## src/pkg/hts_pkg.sv

```systemverilog
// Constants and types shared by the sensor control block
package hts_pkg;
    // ------------------------------------------------------------------
    // Bus addresses and register pointers
    // ------------------------------------------------------------------
    localparam logic [6:0] ADDR_NORMAL  = 7'h28;
    localparam logic [6:0] ADDR_ERROR   = 7'h4c;
    localparam logic [7:0] REG_STATUS   = 8'h09;
    localparam logic [7:0] REG_CTRL     = 8'h0c;
    localparam logic [7:0] CTRL_INIT    = 8'h00;
    // ------------------------------------------------------------------
    // Control fields and codes
    // ------------------------------------------------------------------
    localparam int         SS_LSB       = 0;
    localparam int         TS_LSB       = 3;
    localparam int         FLD_W        = 3;
    localparam logic [2:0] SS_SLEEP     = 3'h0;
    localparam logic [2:0] SS_MEAS      = 3'h1;
    localparam logic [2:0] SS_RESET     = 3'h4;
    localparam logic [2:0] TS_100       = 3'h2;
    localparam logic [2:0] TS_400       = 3'h3;
    localparam logic [2:0] TS_1000      = 3'h4;
    localparam logic [2:0] TS_ONESHOT   = 3'h7;
    // ------------------------------------------------------------------
    // Status state codes and counter limits
    // ------------------------------------------------------------------
    localparam logic [2:0] ST_SLEEP     = 3'h0;
    localparam logic [2:0] ST_MEAS      = 3'h1;
    localparam logic [2:0] ST_STBY      = 3'h5;
    localparam logic [2:0] BIT_LAST     = 3'h7;
    localparam logic [1:0] BOOT_SETTLE  = 2'h2;
    // ------------------------------------------------------------------
    // Timing
    // ------------------------------------------------------------------
    localparam int CLK_MHZ      = 250;
    localparam int T_STBY_A_MS  = 100;
    localparam int T_STBY_B_MS  = 400;
    localparam int T_STBY_C_MS  = 1000;
    localparam int T_CONV_US    = 1000;
    localparam int T_DONE_NS    = 1000;
    localparam int STBY_A_CYC   = T_STBY_A_MS * CLK_MHZ * 1000;
    localparam int STBY_B_CYC   = T_STBY_B_MS * CLK_MHZ * 1000;
    localparam int STBY_C_CYC   = T_STBY_C_MS * CLK_MHZ * 1000;
    localparam int CONV_CYC     = T_CONV_US * CLK_MHZ;
    localparam int DONE_CYC     = (T_DONE_NS * CLK_MHZ) / 1000;
    // ------------------------------------------------------------------
    // State types
    // ------------------------------------------------------------------
    typedef enum logic [6:0] {
        I_IDLE  = 7'h01, I_ADDR = 7'h02, I_AACK = 7'h04, I_WBYTE = 7'h08,
        I_WACK  = 7'h10, I_RBYTE = 7'h20, I_RACK = 7'h40
    } hts_i2c_t;
    typedef enum logic [3:0] {
        M_SLEEP = 4'h1, M_MEAS = 4'h2, M_STBY = 4'h4, M_ERR = 4'h8
    } hts_mode_t;
endpackage : hts_pkg

```

## src/hdl/hts_sensor_ctrl.sv

```systemverilog
// Sensor control: bus target, operating modes, result and status registers
`timescale 1ns/10ps
module hts_sensor_ctrl #(
    parameter int RES_W     = 16,
    parameter int STBY_A    = hts_pkg::STBY_A_CYC,
    parameter int STBY_B    = hts_pkg::STBY_B_CYC,
    parameter int STBY_C    = hts_pkg::STBY_C_CYC,
    parameter int CONV      = hts_pkg::CONV_CYC,
    parameter int DONE_HOLD = hts_pkg::DONE_CYC
) (
    input  wire logic             core_clk_in,
    input  wire logic             rst_n_in,
    input  wire logic             scl_in,
    input  wire logic             sda_in,
    output logic                  sda_out,
    output logic                  sda_oe_n_out,
    input  wire logic             boot_fail_in,
    input  wire logic [RES_W-1:0] hum_result_in,
    input  wire logic [RES_W-1:0] temp_result_in,
    output logic                  conversion_done_out,
    output logic [7:0]            status_out
);
    // ------------------------------------------------------------------
    // Pin synchronisers
    // ------------------------------------------------------------------
    logic [2:0] scl_sync_reg, sda_sync_reg;
    logic [1:0] boot_sync_reg;
    always_ff @(posedge core_clk_in or negedge rst_n_in) begin
        if (!rst_n_in) begin
            scl_sync_reg  <= 3'h7;
            sda_sync_reg  <= 3'h7;
            boot_sync_reg <= 2'h0;
        end else begin
            scl_sync_reg  <= {scl_sync_reg[1:0], scl_in};
            sda_sync_reg  <= {sda_sync_reg[1:0], sda_in};
            boot_sync_reg <= {boot_sync_reg[0], boot_fail_in};
        end
    end
    logic scl_s, sda_s, scl_rise, scl_fall, start_c, stop_c;
    assign scl_s    = scl_sync_reg[1];
    assign sda_s    = sda_sync_reg[1];
    assign scl_rise = scl_s & ~scl_sync_reg[2];
    assign scl_fall = ~scl_s & scl_sync_reg[2];
    assign start_c  = scl_s & scl_sync_reg[2] & ~sda_s & sda_sync_reg[2];
    assign stop_c   = scl_s & scl_sync_reg[2] & sda_s & ~sda_sync_reg[2];
    // ------------------------------------------------------------------
    // Registers of both groups
    // ------------------------------------------------------------------
    hts_pkg::hts_i2c_t  i2c_st_reg, i2c_st_next;
    hts_pkg::hts_mode_t mode_reg, mode_next;
    logic [2:0]  cnt_reg, cnt_next;
    logic [7:0]  shift_reg, shift_next, ptr_reg, ptr_next, ctrl_reg, ctrl_next;
    logic        drv_reg, drv_next, ph_reg, ph_next, mack_reg, mack_next;
    logic        rw_reg, rw_next, ptr_set_reg, ptr_set_next, first_reg, first_next;
    logic [1:0]  rd_idx_reg, rd_idx_next, boot_cnt_reg, boot_cnt_next;
    logic [31:0] tmr_reg, tmr_next, done_cnt_reg, done_cnt_next;
    logic        boot_load_error_flag_reg, boot_load_error_flag_next, err_info_reg, err_info_next;
    logic        rdy_reg, rdy_next, done_reg, done_next;
    logic [RES_W-1:0] hum_reg, hum_next, tmp_reg, tmp_next;
    logic [7:0]  rx_byte, tx_byte, status_w;
    logic [6:0]  my_addr;
    logic [2:0]  ss_w, ts_w, state_code;
    logic        ctrl_wr, res_rd, res_load, load_tx, ts_ok, meas_end;
    assign rx_byte = {shift_reg[6:0], sda_s};
    assign my_addr = boot_load_error_flag_reg ? hts_pkg::ADDR_ERROR : hts_pkg::ADDR_NORMAL;
    assign ss_w    = rx_byte[hts_pkg::SS_LSB +: hts_pkg::FLD_W];
    assign ts_w    = rx_byte[hts_pkg::TS_LSB +: hts_pkg::FLD_W];
    assign ts_ok   = ts_w inside {hts_pkg::TS_100, hts_pkg::TS_400, hts_pkg::TS_1000,
                                  hts_pkg::TS_ONESHOT};
    assign meas_end   = (mode_reg == hts_pkg::M_MEAS) && (tmr_reg == 32'h0000_0000);
    assign state_code = (mode_reg == hts_pkg::M_MEAS) ? hts_pkg::ST_MEAS :
                        (mode_reg == hts_pkg::M_STBY) ? hts_pkg::ST_STBY : hts_pkg::ST_SLEEP;
    assign status_w = {2'h0, boot_load_error_flag_reg, err_info_reg, rdy_reg, state_code};
    // ------------------------------------------------------------------
    // Transmit byte selection
    // ------------------------------------------------------------------
    always_comb begin
        res_load = 1'b0;
        if (ptr_set_reg && ptr_reg == hts_pkg::REG_STATUS) begin
            tx_byte = status_w;
        end else if (ptr_set_reg && ptr_reg == hts_pkg::REG_CTRL) begin
            tx_byte = ctrl_reg;
        end else begin
            res_load = 1'b1;
            unique case (rd_idx_reg)
                2'h0: tx_byte = hum_reg[RES_W-1 -: 8];
                2'h1: tx_byte = hum_reg[7:0];
                2'h2: tx_byte = tmp_reg[RES_W-1 -: 8];
                2'h3: tx_byte = tmp_reg[7:0];
            endcase
        end
    end
    // ------------------------------------------------------------------
    // Bus target engine
    // ------------------------------------------------------------------
    always_comb begin
        i2c_st_next = i2c_st_reg;  cnt_next = cnt_reg;  shift_next = shift_reg;
        drv_next = drv_reg;  ph_next = ph_reg;  mack_next = mack_reg;  rw_next = rw_reg;
        ptr_next = ptr_reg;  ptr_set_next = ptr_set_reg;  first_next = first_reg;
        rd_idx_next = rd_idx_reg;  ctrl_wr = 1'b0;  res_rd = 1'b0;  load_tx = 1'b0;
        if (start_c) begin
            i2c_st_next = hts_pkg::I_ADDR;
            cnt_next = 3'h0;  drv_next = 1'b0;  first_next = 1'b1;  rd_idx_next = 2'h0;
        end else if (stop_c) begin
            i2c_st_next = hts_pkg::I_IDLE;  drv_next = 1'b0;  ptr_set_next = 1'b0;
        end else begin
            unique case (i2c_st_reg)
                hts_pkg::I_IDLE: ;
                hts_pkg::I_ADDR: if (scl_rise) begin
                    shift_next = rx_byte;
                    cnt_next   = 3'(cnt_reg + 3'h1);
                    if (cnt_reg == hts_pkg::BIT_LAST) begin
                        if (rx_byte[7:1] == my_addr) begin
                            i2c_st_next = hts_pkg::I_AACK;  rw_next = rx_byte[0];  ph_next = 1'b0;
                        end else begin
                            i2c_st_next = hts_pkg::I_IDLE;
                        end
                    end
                end
                hts_pkg::I_AACK, hts_pkg::I_WACK: if (scl_fall) begin
                    if (!ph_reg) begin
                        drv_next = 1'b1;  ph_next = 1'b1;
                    end else begin
                        cnt_next = 3'h0;
                        if (rw_reg) begin
                            i2c_st_next = hts_pkg::I_RBYTE;  load_tx = 1'b1;
                        end else begin
                            i2c_st_next = hts_pkg::I_WBYTE;  drv_next = 1'b0;
                        end
                    end
                end
                hts_pkg::I_WBYTE: if (scl_rise) begin
                    shift_next = rx_byte;
                    cnt_next   = 3'(cnt_reg + 3'h1);
                    if (cnt_reg == hts_pkg::BIT_LAST) begin
                        i2c_st_next = hts_pkg::I_WACK;  ph_next = 1'b0;
                        if (first_reg) begin
                            ptr_next = rx_byte;  ptr_set_next = 1'b1;  first_next = 1'b0;
                        end else if (ptr_reg == hts_pkg::REG_CTRL) begin
                            ctrl_wr = 1'b1;
                        end
                    end
                end
                hts_pkg::I_RBYTE: if (scl_rise) begin
                    cnt_next = 3'(cnt_reg + 3'h1);
                    if (cnt_reg == hts_pkg::BIT_LAST) begin
                        i2c_st_next = hts_pkg::I_RACK;  ph_next = 1'b0;
                    end
                end else if (scl_fall) begin
                    shift_next = {shift_reg[6:0], 1'b0};  drv_next = ~shift_reg[6];
                end
                hts_pkg::I_RACK: if (scl_rise) begin
                    ph_next = 1'b1;  mack_next = sda_s;
                end else if (scl_fall) begin
                    if (!ph_reg) begin
                        drv_next = 1'b0;
                    end else if (!mack_reg) begin
                        i2c_st_next = hts_pkg::I_RBYTE;  cnt_next = 3'h0;  load_tx = 1'b1;
                    end else begin
                        i2c_st_next = hts_pkg::I_IDLE;
                    end
                end
            endcase
        end
        if (load_tx) begin
            shift_next = tx_byte;  drv_next = ~tx_byte[7];
            if (res_load) begin
                rd_idx_next = 2'(rd_idx_reg + 2'h1);
                res_rd      = (rd_idx_reg == 2'h0);
            end
        end
    end
    always_ff @(posedge core_clk_in or negedge rst_n_in) begin
        if (!rst_n_in) begin
            i2c_st_reg <= hts_pkg::I_IDLE;  cnt_reg <= 3'h0;  shift_reg <= 8'h00;
            drv_reg <= 1'b0;  ph_reg <= 1'b0;  mack_reg <= 1'b0;  rw_reg <= 1'b0;
            ptr_reg <= 8'h00;  ptr_set_reg <= 1'b0;  first_reg <= 1'b0;  rd_idx_reg <= 2'h0;
        end else begin
            i2c_st_reg <= i2c_st_next;  cnt_reg <= cnt_next;  shift_reg <= shift_next;
            drv_reg <= drv_next;  ph_reg <= ph_next;  mack_reg <= mack_next;  rw_reg <= rw_next;
            ptr_reg <= ptr_next;  ptr_set_reg <= ptr_set_next;  first_reg <= first_next;
            rd_idx_reg <= rd_idx_next;
        end
    end
    // ------------------------------------------------------------------
    // Operating mode, timers and flags
    // ------------------------------------------------------------------
    always_comb begin
        mode_next = mode_reg;  ctrl_next = ctrl_reg;  boot_load_error_flag_next = boot_load_error_flag_reg;
        err_info_next = err_info_reg;  hum_next = hum_reg;  tmp_next = tmp_reg;
        boot_cnt_next = boot_cnt_reg;  rdy_next = rdy_reg & ~res_rd;
        tmr_next = (tmr_reg == 32'h0000_0000) ? tmr_reg : 32'(tmr_reg - 32'h0000_0001);
        done_cnt_next = (done_cnt_reg == 32'h0000_0000) ? done_cnt_reg :
                        32'(done_cnt_reg - 32'h0000_0001);
        if (meas_end) begin
            hum_next = hum_result_in;  tmp_next = temp_result_in;
            rdy_next = 1'b1;  done_cnt_next = 32'(DONE_HOLD);
            if (ctrl_reg[hts_pkg::SS_LSB +: hts_pkg::FLD_W] == hts_pkg::SS_MEAS &&
                ctrl_reg[hts_pkg::TS_LSB +: hts_pkg::FLD_W] != hts_pkg::TS_ONESHOT) begin
                mode_next = hts_pkg::M_STBY;
                unique case (ctrl_reg[hts_pkg::TS_LSB +: hts_pkg::FLD_W])
                    hts_pkg::TS_100: tmr_next = 32'(STBY_A);
                    hts_pkg::TS_400: tmr_next = 32'(STBY_B);
                    default:         tmr_next = 32'(STBY_C);
                endcase
            end else begin
                mode_next = hts_pkg::M_SLEEP;
            end
        end else if (mode_reg == hts_pkg::M_STBY && tmr_reg == 32'h0000_0000) begin
            mode_next = hts_pkg::M_MEAS;  tmr_next = 32'(CONV);  rdy_next = 1'b0;
        end
        if (ctrl_wr) begin
            if (ss_w == hts_pkg::SS_RESET) begin
                ctrl_next = hts_pkg::CTRL_INIT;  boot_load_error_flag_next = 1'b0;  err_info_next = 1'b0;
                rdy_next = 1'b0;  mode_next = hts_pkg::M_SLEEP;
            end else if (mode_reg != hts_pkg::M_ERR) begin
                ctrl_next = rx_byte;
                if (ss_w == hts_pkg::SS_SLEEP) begin
                    err_info_next = 1'b0;
                    if (mode_reg == hts_pkg::M_STBY) mode_next = hts_pkg::M_SLEEP;
                end else if (ss_w == hts_pkg::SS_MEAS && ts_ok) begin
                    err_info_next = 1'b0;
                    if (mode_reg != hts_pkg::M_MEAS) begin
                        mode_next = hts_pkg::M_MEAS;  tmr_next = 32'(CONV);  rdy_next = 1'b0;
                    end
                end else begin
                    err_info_next = 1'b1;  mode_next = hts_pkg::M_SLEEP;
                end
            end
        end
        if (boot_cnt_reg == hts_pkg::BOOT_SETTLE) begin
            boot_cnt_next = 2'(boot_cnt_reg + 2'h1);
            if (boot_sync_reg[1]) begin
                boot_load_error_flag_next = 1'b1;  mode_next = hts_pkg::M_ERR;
            end
        end else if (boot_cnt_reg < hts_pkg::BOOT_SETTLE) begin
            boot_cnt_next = 2'(boot_cnt_reg + 2'h1);
        end
        done_next = (done_cnt_next != 32'h0000_0000);
    end
    always_ff @(posedge core_clk_in or negedge rst_n_in) begin
        if (!rst_n_in) begin
            mode_reg <= hts_pkg::M_SLEEP;  ctrl_reg <= hts_pkg::CTRL_INIT;  boot_load_error_flag_reg <= 1'b0;
            err_info_reg <= 1'b0;  rdy_reg <= 1'b0;  tmr_reg <= 32'h0000_0000;
            done_cnt_reg <= 32'h0000_0000;  done_reg <= 1'b0;  boot_cnt_reg <= 2'h0;
            hum_reg <= '0;  tmp_reg <= '0;
        end else begin
            mode_reg <= mode_next;  ctrl_reg <= ctrl_next;  boot_load_error_flag_reg <= boot_load_error_flag_next;
            err_info_reg <= err_info_next;  rdy_reg <= rdy_next;  tmr_reg <= tmr_next;
            done_cnt_reg <= done_cnt_next;  done_reg <= done_next;
            boot_cnt_reg <= boot_cnt_next;  hum_reg <= hum_next;  tmp_reg <= tmp_next;
        end
    end
    assign sda_out             = 1'b0;
    assign sda_oe_n_out        = ~drv_reg;
    assign conversion_done_out = done_reg;
    assign status_out          = status_w;

    logic addr_done;
    assign addr_done = i2c_st_reg == hts_pkg::I_ADDR && scl_rise && !start_c && !stop_c &&
                       cnt_reg == hts_pkg::BIT_LAST;
endmodule : hts_sensor_ctrl

```

## config.mk

```make
export PLATFORM = sky130hd
export DESIGN_NAME = hts_sensor_ctrl
export DESIGN_NICKNAME = d
export VERILOG_FILES = /design/src/pkg/hts_pkg.sv /design/src/hdl/hts_sensor_ctrl.sv
export SDC_FILE = /design/constraint.sdc
export NUM_CORES = 1
export LEC_CHECK = 0
export BUFFER_PORTS_ARGS = -buffer_cell sky130_fd_sc_hd__clkbuf_2
export CAP_MARGIN = 30
export CORE_ASPECT_RATIO = 1.1
export CORE_UTILIZATION = 50
export CTS_BUF_LIST = sky130_fd_sc_hd__clkbuf_4
export CTS_CLUSTER_DIAMETER = 120
export DETAILED_ROUTE_END_ITERATION = 8
export PLACE_DENSITY = 0.7
export SETUP_SLACK_MARGIN = 0.15
export SLEW_MARGIN = 5
export SYNTH_ARGS = -nofsm -noshare
export SYNTH_HDL_FRONTEND = slang
export SYNTH_SLANG_ARGS = --single-unit
```

## constraint.sdc

```tcl
create_clock -name core_clk_in -period 9.3 [get_ports core_clk_in]
set_input_delay 1.395 -clock core_clk_in [delete_from_list [all_inputs] [get_ports core_clk_in]]
set_output_delay 1.395 -clock core_clk_in [all_outputs]
set_load 0.03 [all_outputs]
```

# Word level (Yosys, flattened, before mapping)
# Cells that the tools add are included.
totals:
  out_inout_bits: 11
  ff_bits: 155
  inputBits: 37
  wordCells: 293
classes:
  magnitude_cmp: 1
  n_eq_ne: 66
  muxes: 137
  bitwise_logic: 18
  n_addsub: 5
  n_reduce_logical: 41
ops:
  columns: ["op", "n"]
  rows:
  - ["$mux W32", 12]
  - ["$mux W7", 20]
  - ["$logic_not A32 Y1", 2]
  - ["$sub A32 B1 Y32 const B", 2]
  - ["$mux W1", 62]
  - ["$pmux W28 S2", 1]
  - ["$mux W4", 11]
  - ["$ne A4 B4 Y1 const B", 11]
  - ["$mux W3", 13]
  - ["$pmux W7 S5", 1]
  - ["$mux W8", 4]
  - ["$pmux W8 S4", 1]
  - ["$reduce_bool A32 Y1", 1]
  - ["$ne A5 B5 Y1 const B", 6]
  - ["$ne A3 B3 Y1 const B", 9]
  - ["$reduce_and A6 Y1", 3]
  - ["$reduce_bool A2 Y1", 9]
  - ["$eq A8 B4 Y1 const B", 2]
  - ["$pmux W7 S2", 1]
  - ["$eq A3 B2 Y1 const B", 4]
  - ["$eq A3 B3 Y1 const B", 4]
  - ["$mux W6", 2]
  - ["$reduce_and A12 Y1", 1]
  - ["$reduce_bool A4 Y1", 3]
  - ["other kinds (42)", 83]

# Longest topological paths before layout
logic_depth:
  depth_word: 18
  mapped_depth: 11
  mapped_depth_nobuf: 10

# Least setup slack after synthesis
# OpenSTA, ideal clock, no wires.
synth_path:
  path_type: "flip-flop to flip-flop"
  startpoint: "register done_cnt_reg[8]"
  endpoint: "register done_reg, in the netlist conversion_done_out"
  required_ns: 9.162
  slack_ns: 6.200
  n_path_buf: 3
  path_stages_with_launch: 12
  period_less_slack_ns: 3.100
  arrival_ns: 2.962
  setup_time_ns: 0.138
  cell_sequence: "dfrtp_1 -> buf_6 -> or4_4 -> or3_1 -> buf_6 -> or3_4 -> buf_6 -> mux2_4 -> nor4b_2 -> nand4_1 -> nor4_1 -> nand4_1"
synth_between:
  elab_chain_cells: 4
  word_cells_on_any_way: 5
  cone_classes: "add/sub: 1; mux: 2; reduce/logical: 2"
synth_rtl:
  columns: ["element", "line", "text"]
  rows:
  - ["from (decl)", "hts_sensor_ctrl.sv:56", "logic [31:0] tmr_reg, tmr_next, done_cnt_reg, done_cnt_next;"]
  - ["from (signal assigned)", "hts_sensor_ctrl.sv:250", "done_cnt_reg <= done_cnt_next; done_reg <= done_next;"]
  - ["$sub A32 B1 Y32 or $logic_not A32 Y1 (tied branches)", "hts_sensor_ctrl.sv:194, hts_sensor_ctrl.sv:193", null]
  - ["$mux W32 (*)", "hts_sensor_ctrl.sv:193", "done_cnt_next = (done_cnt_reg == 32'h0000_0000) ? done_cnt_reg :"]
  - ["$mux W32 (*)", "hts_sensor_ctrl.sv:195", "if (meas_end) begin"]
  - ["$reduce_bool A32 Y1 (*)", "hts_sensor_ctrl.sv:239", "done_next = (done_cnt_next != 32'h0000_0000);"]
  - ["named net done_next", "hts_sensor_ctrl.sv:58", "logic rdy_reg, rdy_next, done_reg, done_next;"]
  - ["to (signal assigned)", "hts_sensor_ctrl.sv:250", null]
  - ["to (decl)", "hts_sensor_ctrl.sv:58", null]
# The timed path passes the listed nets; every way through them passes the cells marked *.
# A chain may end at the register's enable or synchronous reset.

# Final worst setup path
layout_path:
  startpoint: "register tmr_reg[4]"
  endpoint: "register done_reg, in the netlist conversion_done_out"
layout_between:
  elab_chain_cells: 4
layout_rtl:
  columns: ["element", "line", "text"]
  rows:
  - ["from (decl)", "hts_sensor_ctrl.sv:56", null]
  - ["from (signal assigned)", "hts_sensor_ctrl.sv:249", "err_info_reg <= err_info_next; rdy_reg <= rdy_next; tmr_reg <= tmr_next;"]
  - ["$logic_not A32 Y1", "hts_sensor_ctrl.sv:70", "assign meas_end = (mode_reg == hts_pkg::M_MEAS) && (tmr_reg == 32'h0000_0000);"]
  - ["$logic_and A1 B1 Y1", "hts_sensor_ctrl.sv:70", null]
  - ["$mux W32", "hts_sensor_ctrl.sv:195", null]
  - ["named net done_cnt_next[28]", "hts_sensor_ctrl.sv:56", null]
  - ["$reduce_bool A32 Y1", "hts_sensor_ctrl.sv:239", null]
  - ["named net done_next", "hts_sensor_ctrl.sv:58", null]
# The timed path passes the listed nets, and every way through them passes these cells.

==> metrics.yaml <==
yosysTopAreaCellShare_pct: 45.64
worstMarginPinSlew_ps: 876.9
status: "complete, no violations"
synthToLayoutAreaGrowth_pct: 8.351
start_kind: "flop"
ys_ff_latch: 155
min_period_ps: 3682
die_h_um: 135.2
overflow: 0
synth_edf_count: 0
drc: 0
grt_start_max_net_pins: 99
grt_pass1_wl_um: 30100
cts_made_buffers: 17
cts_hold_buf: 0
min_path_type: "flop to flop"
rsz0062_at_grt: "no"
cts_tree: "yes"
synthFlopType: "dfrtp_1"
hpwl_um: 12800
ys_seq_area_share_pct: 48.25
ys_warn_count: 0
grt_pass1_vias: 6084
routed_via_density: 5.648
post_cts_buffers: 0
end_kind: "flop"
drt_iter0_drc: 469
pwr_density_cell_mw_per_mm2: 139.1
fin_ws_ps: 5618
core_area_sq_mm: 0.01574
setup-violations-final: 0
critPathKind: "flop to flop"
synth.avg_cell_area_sq_um: 9.159
clk_latency_ps: 570
ir_worst_vdd_uv: 96.06
synthTopCellsByArea: "dfrtp_1, nand2_1, nor2_1, xnor2_1, xor2_1"
drtPass1Iterations: 7
start_util_pct: 51.22
timing.fmax_mhz: 271.6
relSlewSlack_pct: 41.42
drive_gt1_share_pct: 13.95
path_clk_slew_ps: 150
htreeDepth: 4
total_power_mw: 1.215
synth_cells: 880
vias: 6393
dp_cells: 1100
cts_resized: 0
detailedPlace.worstSlack_ps: 5706
track_usage_pct: 23.27
slew_violations: 0
cts-root-buf: "clkbuf_4"
final_nets: 968
maxCapViolCount: 0
fin_area_sq_mm: 0.008733
synth_area_leader_cell: "dfrtp_1"
critPathArrivalTime_ps: 4140
dpl_cell_area_sq_mm: 0.008431
die_area_sq_mm: 0.01663
fin_tns_setup_ps: 0
fin_crit_sh_pct: 39.59
wl_per_cell_um: 15.74
clock-sinks: 155
placementRows: 48
max-clock-path-buffers: 2
cp.required_ps: 9750
hold_violations: 0
design.portCount: 48
ant_nets: 0
hold_ws_ps: 365.6
io_buffers: 43
async_reset_ff_share_pct: 100.0
drt_wl_total_um: 17820
skew_ps: 33.68
synth_cell_types: 65
fp.dieW_um: 123.1
syn-cell-area_sq_mm: 0.008060
n_antenna_cell: 0
gp_congestion: 0.8751
antenna_found_initial: 0
final_cells: 1132
p_leak_nw: 4.331
fin_util_pct: 55.50
cp_max_fo: 64
==> per-layer routing <==
metal / global-route usage, % / wire length, um / part of all wire, % / vias to the layer above
li1: - / - / - / 3154
met1: 32.94 / 8455 / 47 / 3065
met2: 36.70 / 8371 / 47 / 151
met3: 4.167 / 749 / 4.2 / 23
met4: 6.560 / 244 / 1.4 / 0
met5: 0 / 0 / 0 / -
==> Yosys cell counts (all sizes together), types with 9 or more instances <==
master,n
xor2,26
xnor2,32
nor3,24
buf,17
inv,16
nand2,192
nand3b,9
nor2,97
mux2i,9
mux2,18
o21ai,33
a21oi,34
ha,12
or3,12
o31ai,12
or4,11
nand3,14
clkbuf,19
nor4,28
dfrtp,147
==> path summary, 6_finish.rpt <==
path                                           startpoint  slack [ps]                       endpoint  cells past startpoint
max in group asynchronous                        rst_n_in        7190     done_cnt_reg[10]$_DFF_PN0_                      2
worst max-delay path                 tmr_reg[4]$_DFF_PN0_        5620  conversion_done_out$_DFF_PN0_                      8
worst max register to register       tmr_reg[4]$_DFF_PN0_        5620  conversion_done_out$_DFF_PN0_                      8
worst min-delay path            scl_sync_reg[0]$_DFF_PN1_         370      scl_sync_reg[1]$_DFF_PN1_                      0
worst min register to register  scl_sync_reg[0]$_DFF_PN1_         370      scl_sync_reg[1]$_DFF_PN1_                      0
min in group asynchronous                        rst_n_in         890         cnt_reg[0]$_DFFE_PN0P_                      1
==> cell families after synthesis <==
group	Yosys count	share of synthesized area, %
buffers and inverters	53	3.182
AOI/OAI and AO/OA	129	10.32
xor gates and xnor gates	58	6.302
other	1	0.04652
muxes	27	3.679
adders and majority gates	12	1.863
DFF	155	48.25
and+or+nand+nor	445	26.36
==> cell usage in the layout, fill, tap and decap left out, types with 4 or more instances in the layout <==
| cell | n |
|---|---|
| clkbuf_4 | 17 |
| or2_2 | 7 |
| a21oi_1 | 34 |
| nor3_1 | 23 |
| inv_8 | 6 |
| o31ai_1 | 12 |
| buf_4 | 9 |
| a211oi_1 | 5 |
| dfrtp_1 | 147 |
| xnor2_1 | 32 |
| a22o_1 | 6 |
| inv_1 | 16 |
| dfstp_2 | 8 |
| mux2i_1 | 9 |
| clkinv_8 | 4 |
| nand3b_1 | 9 |
| xor2_1 | 26 |
| a31oi_1 | 5 |
| nor4_1 | 27 |
| o21ai_0 | 33 |
| or3_1 | 11 |
| mux2_2 | 17 |
| nor2b_1 | 7 |
| clkbuf_2 | 42 |
| nor3b_1 | 4 |
| nand4b_1 | 6 |
| conb_1 | 4 |
| or4_1 | 9 |
| nor2_1 | 96 |
| nand2b_1 | 6 |
| and2_1 | 5 |
| o211ai_1 | 6 |
| nand3_1 | 14 |
| ha_1 | 12 |
| a222oi_1 | 8 |
| nand4_1 | 8 |
| nand2_1 | 192 |
==> worst max-delay path, stage by stage (launching register included) <==
cell and delay [ps]:
dfrtp_1 450, or4_1 590, nor4_1 670, nand4_1 430, nor2_4 190, buf_4 520, nor2_1 150, nor4_1 400
nand4_1 140
==> power by group <==
| group | internal (mW) | switching (mW) |
|---|---|---|
| clock | 0.127 | 0.284 |
| sequential | 0.692 | 0.0234 |
| combinational | 0.0342 | 0.0545 |
| total | 0.853 | 0.362 |
==> area by class of cell <==
cell class	count	area (sq um)
fillers	1442	7002
multi-input cells	675	3934
clock buffers	17	127.6
repair buffers	53	294.0
inverters	17	63.81
well taps	200	250.2
flip-flops and latches	155	3889
clock inverters	15	175.2
(Power assumes the default switching activity.)
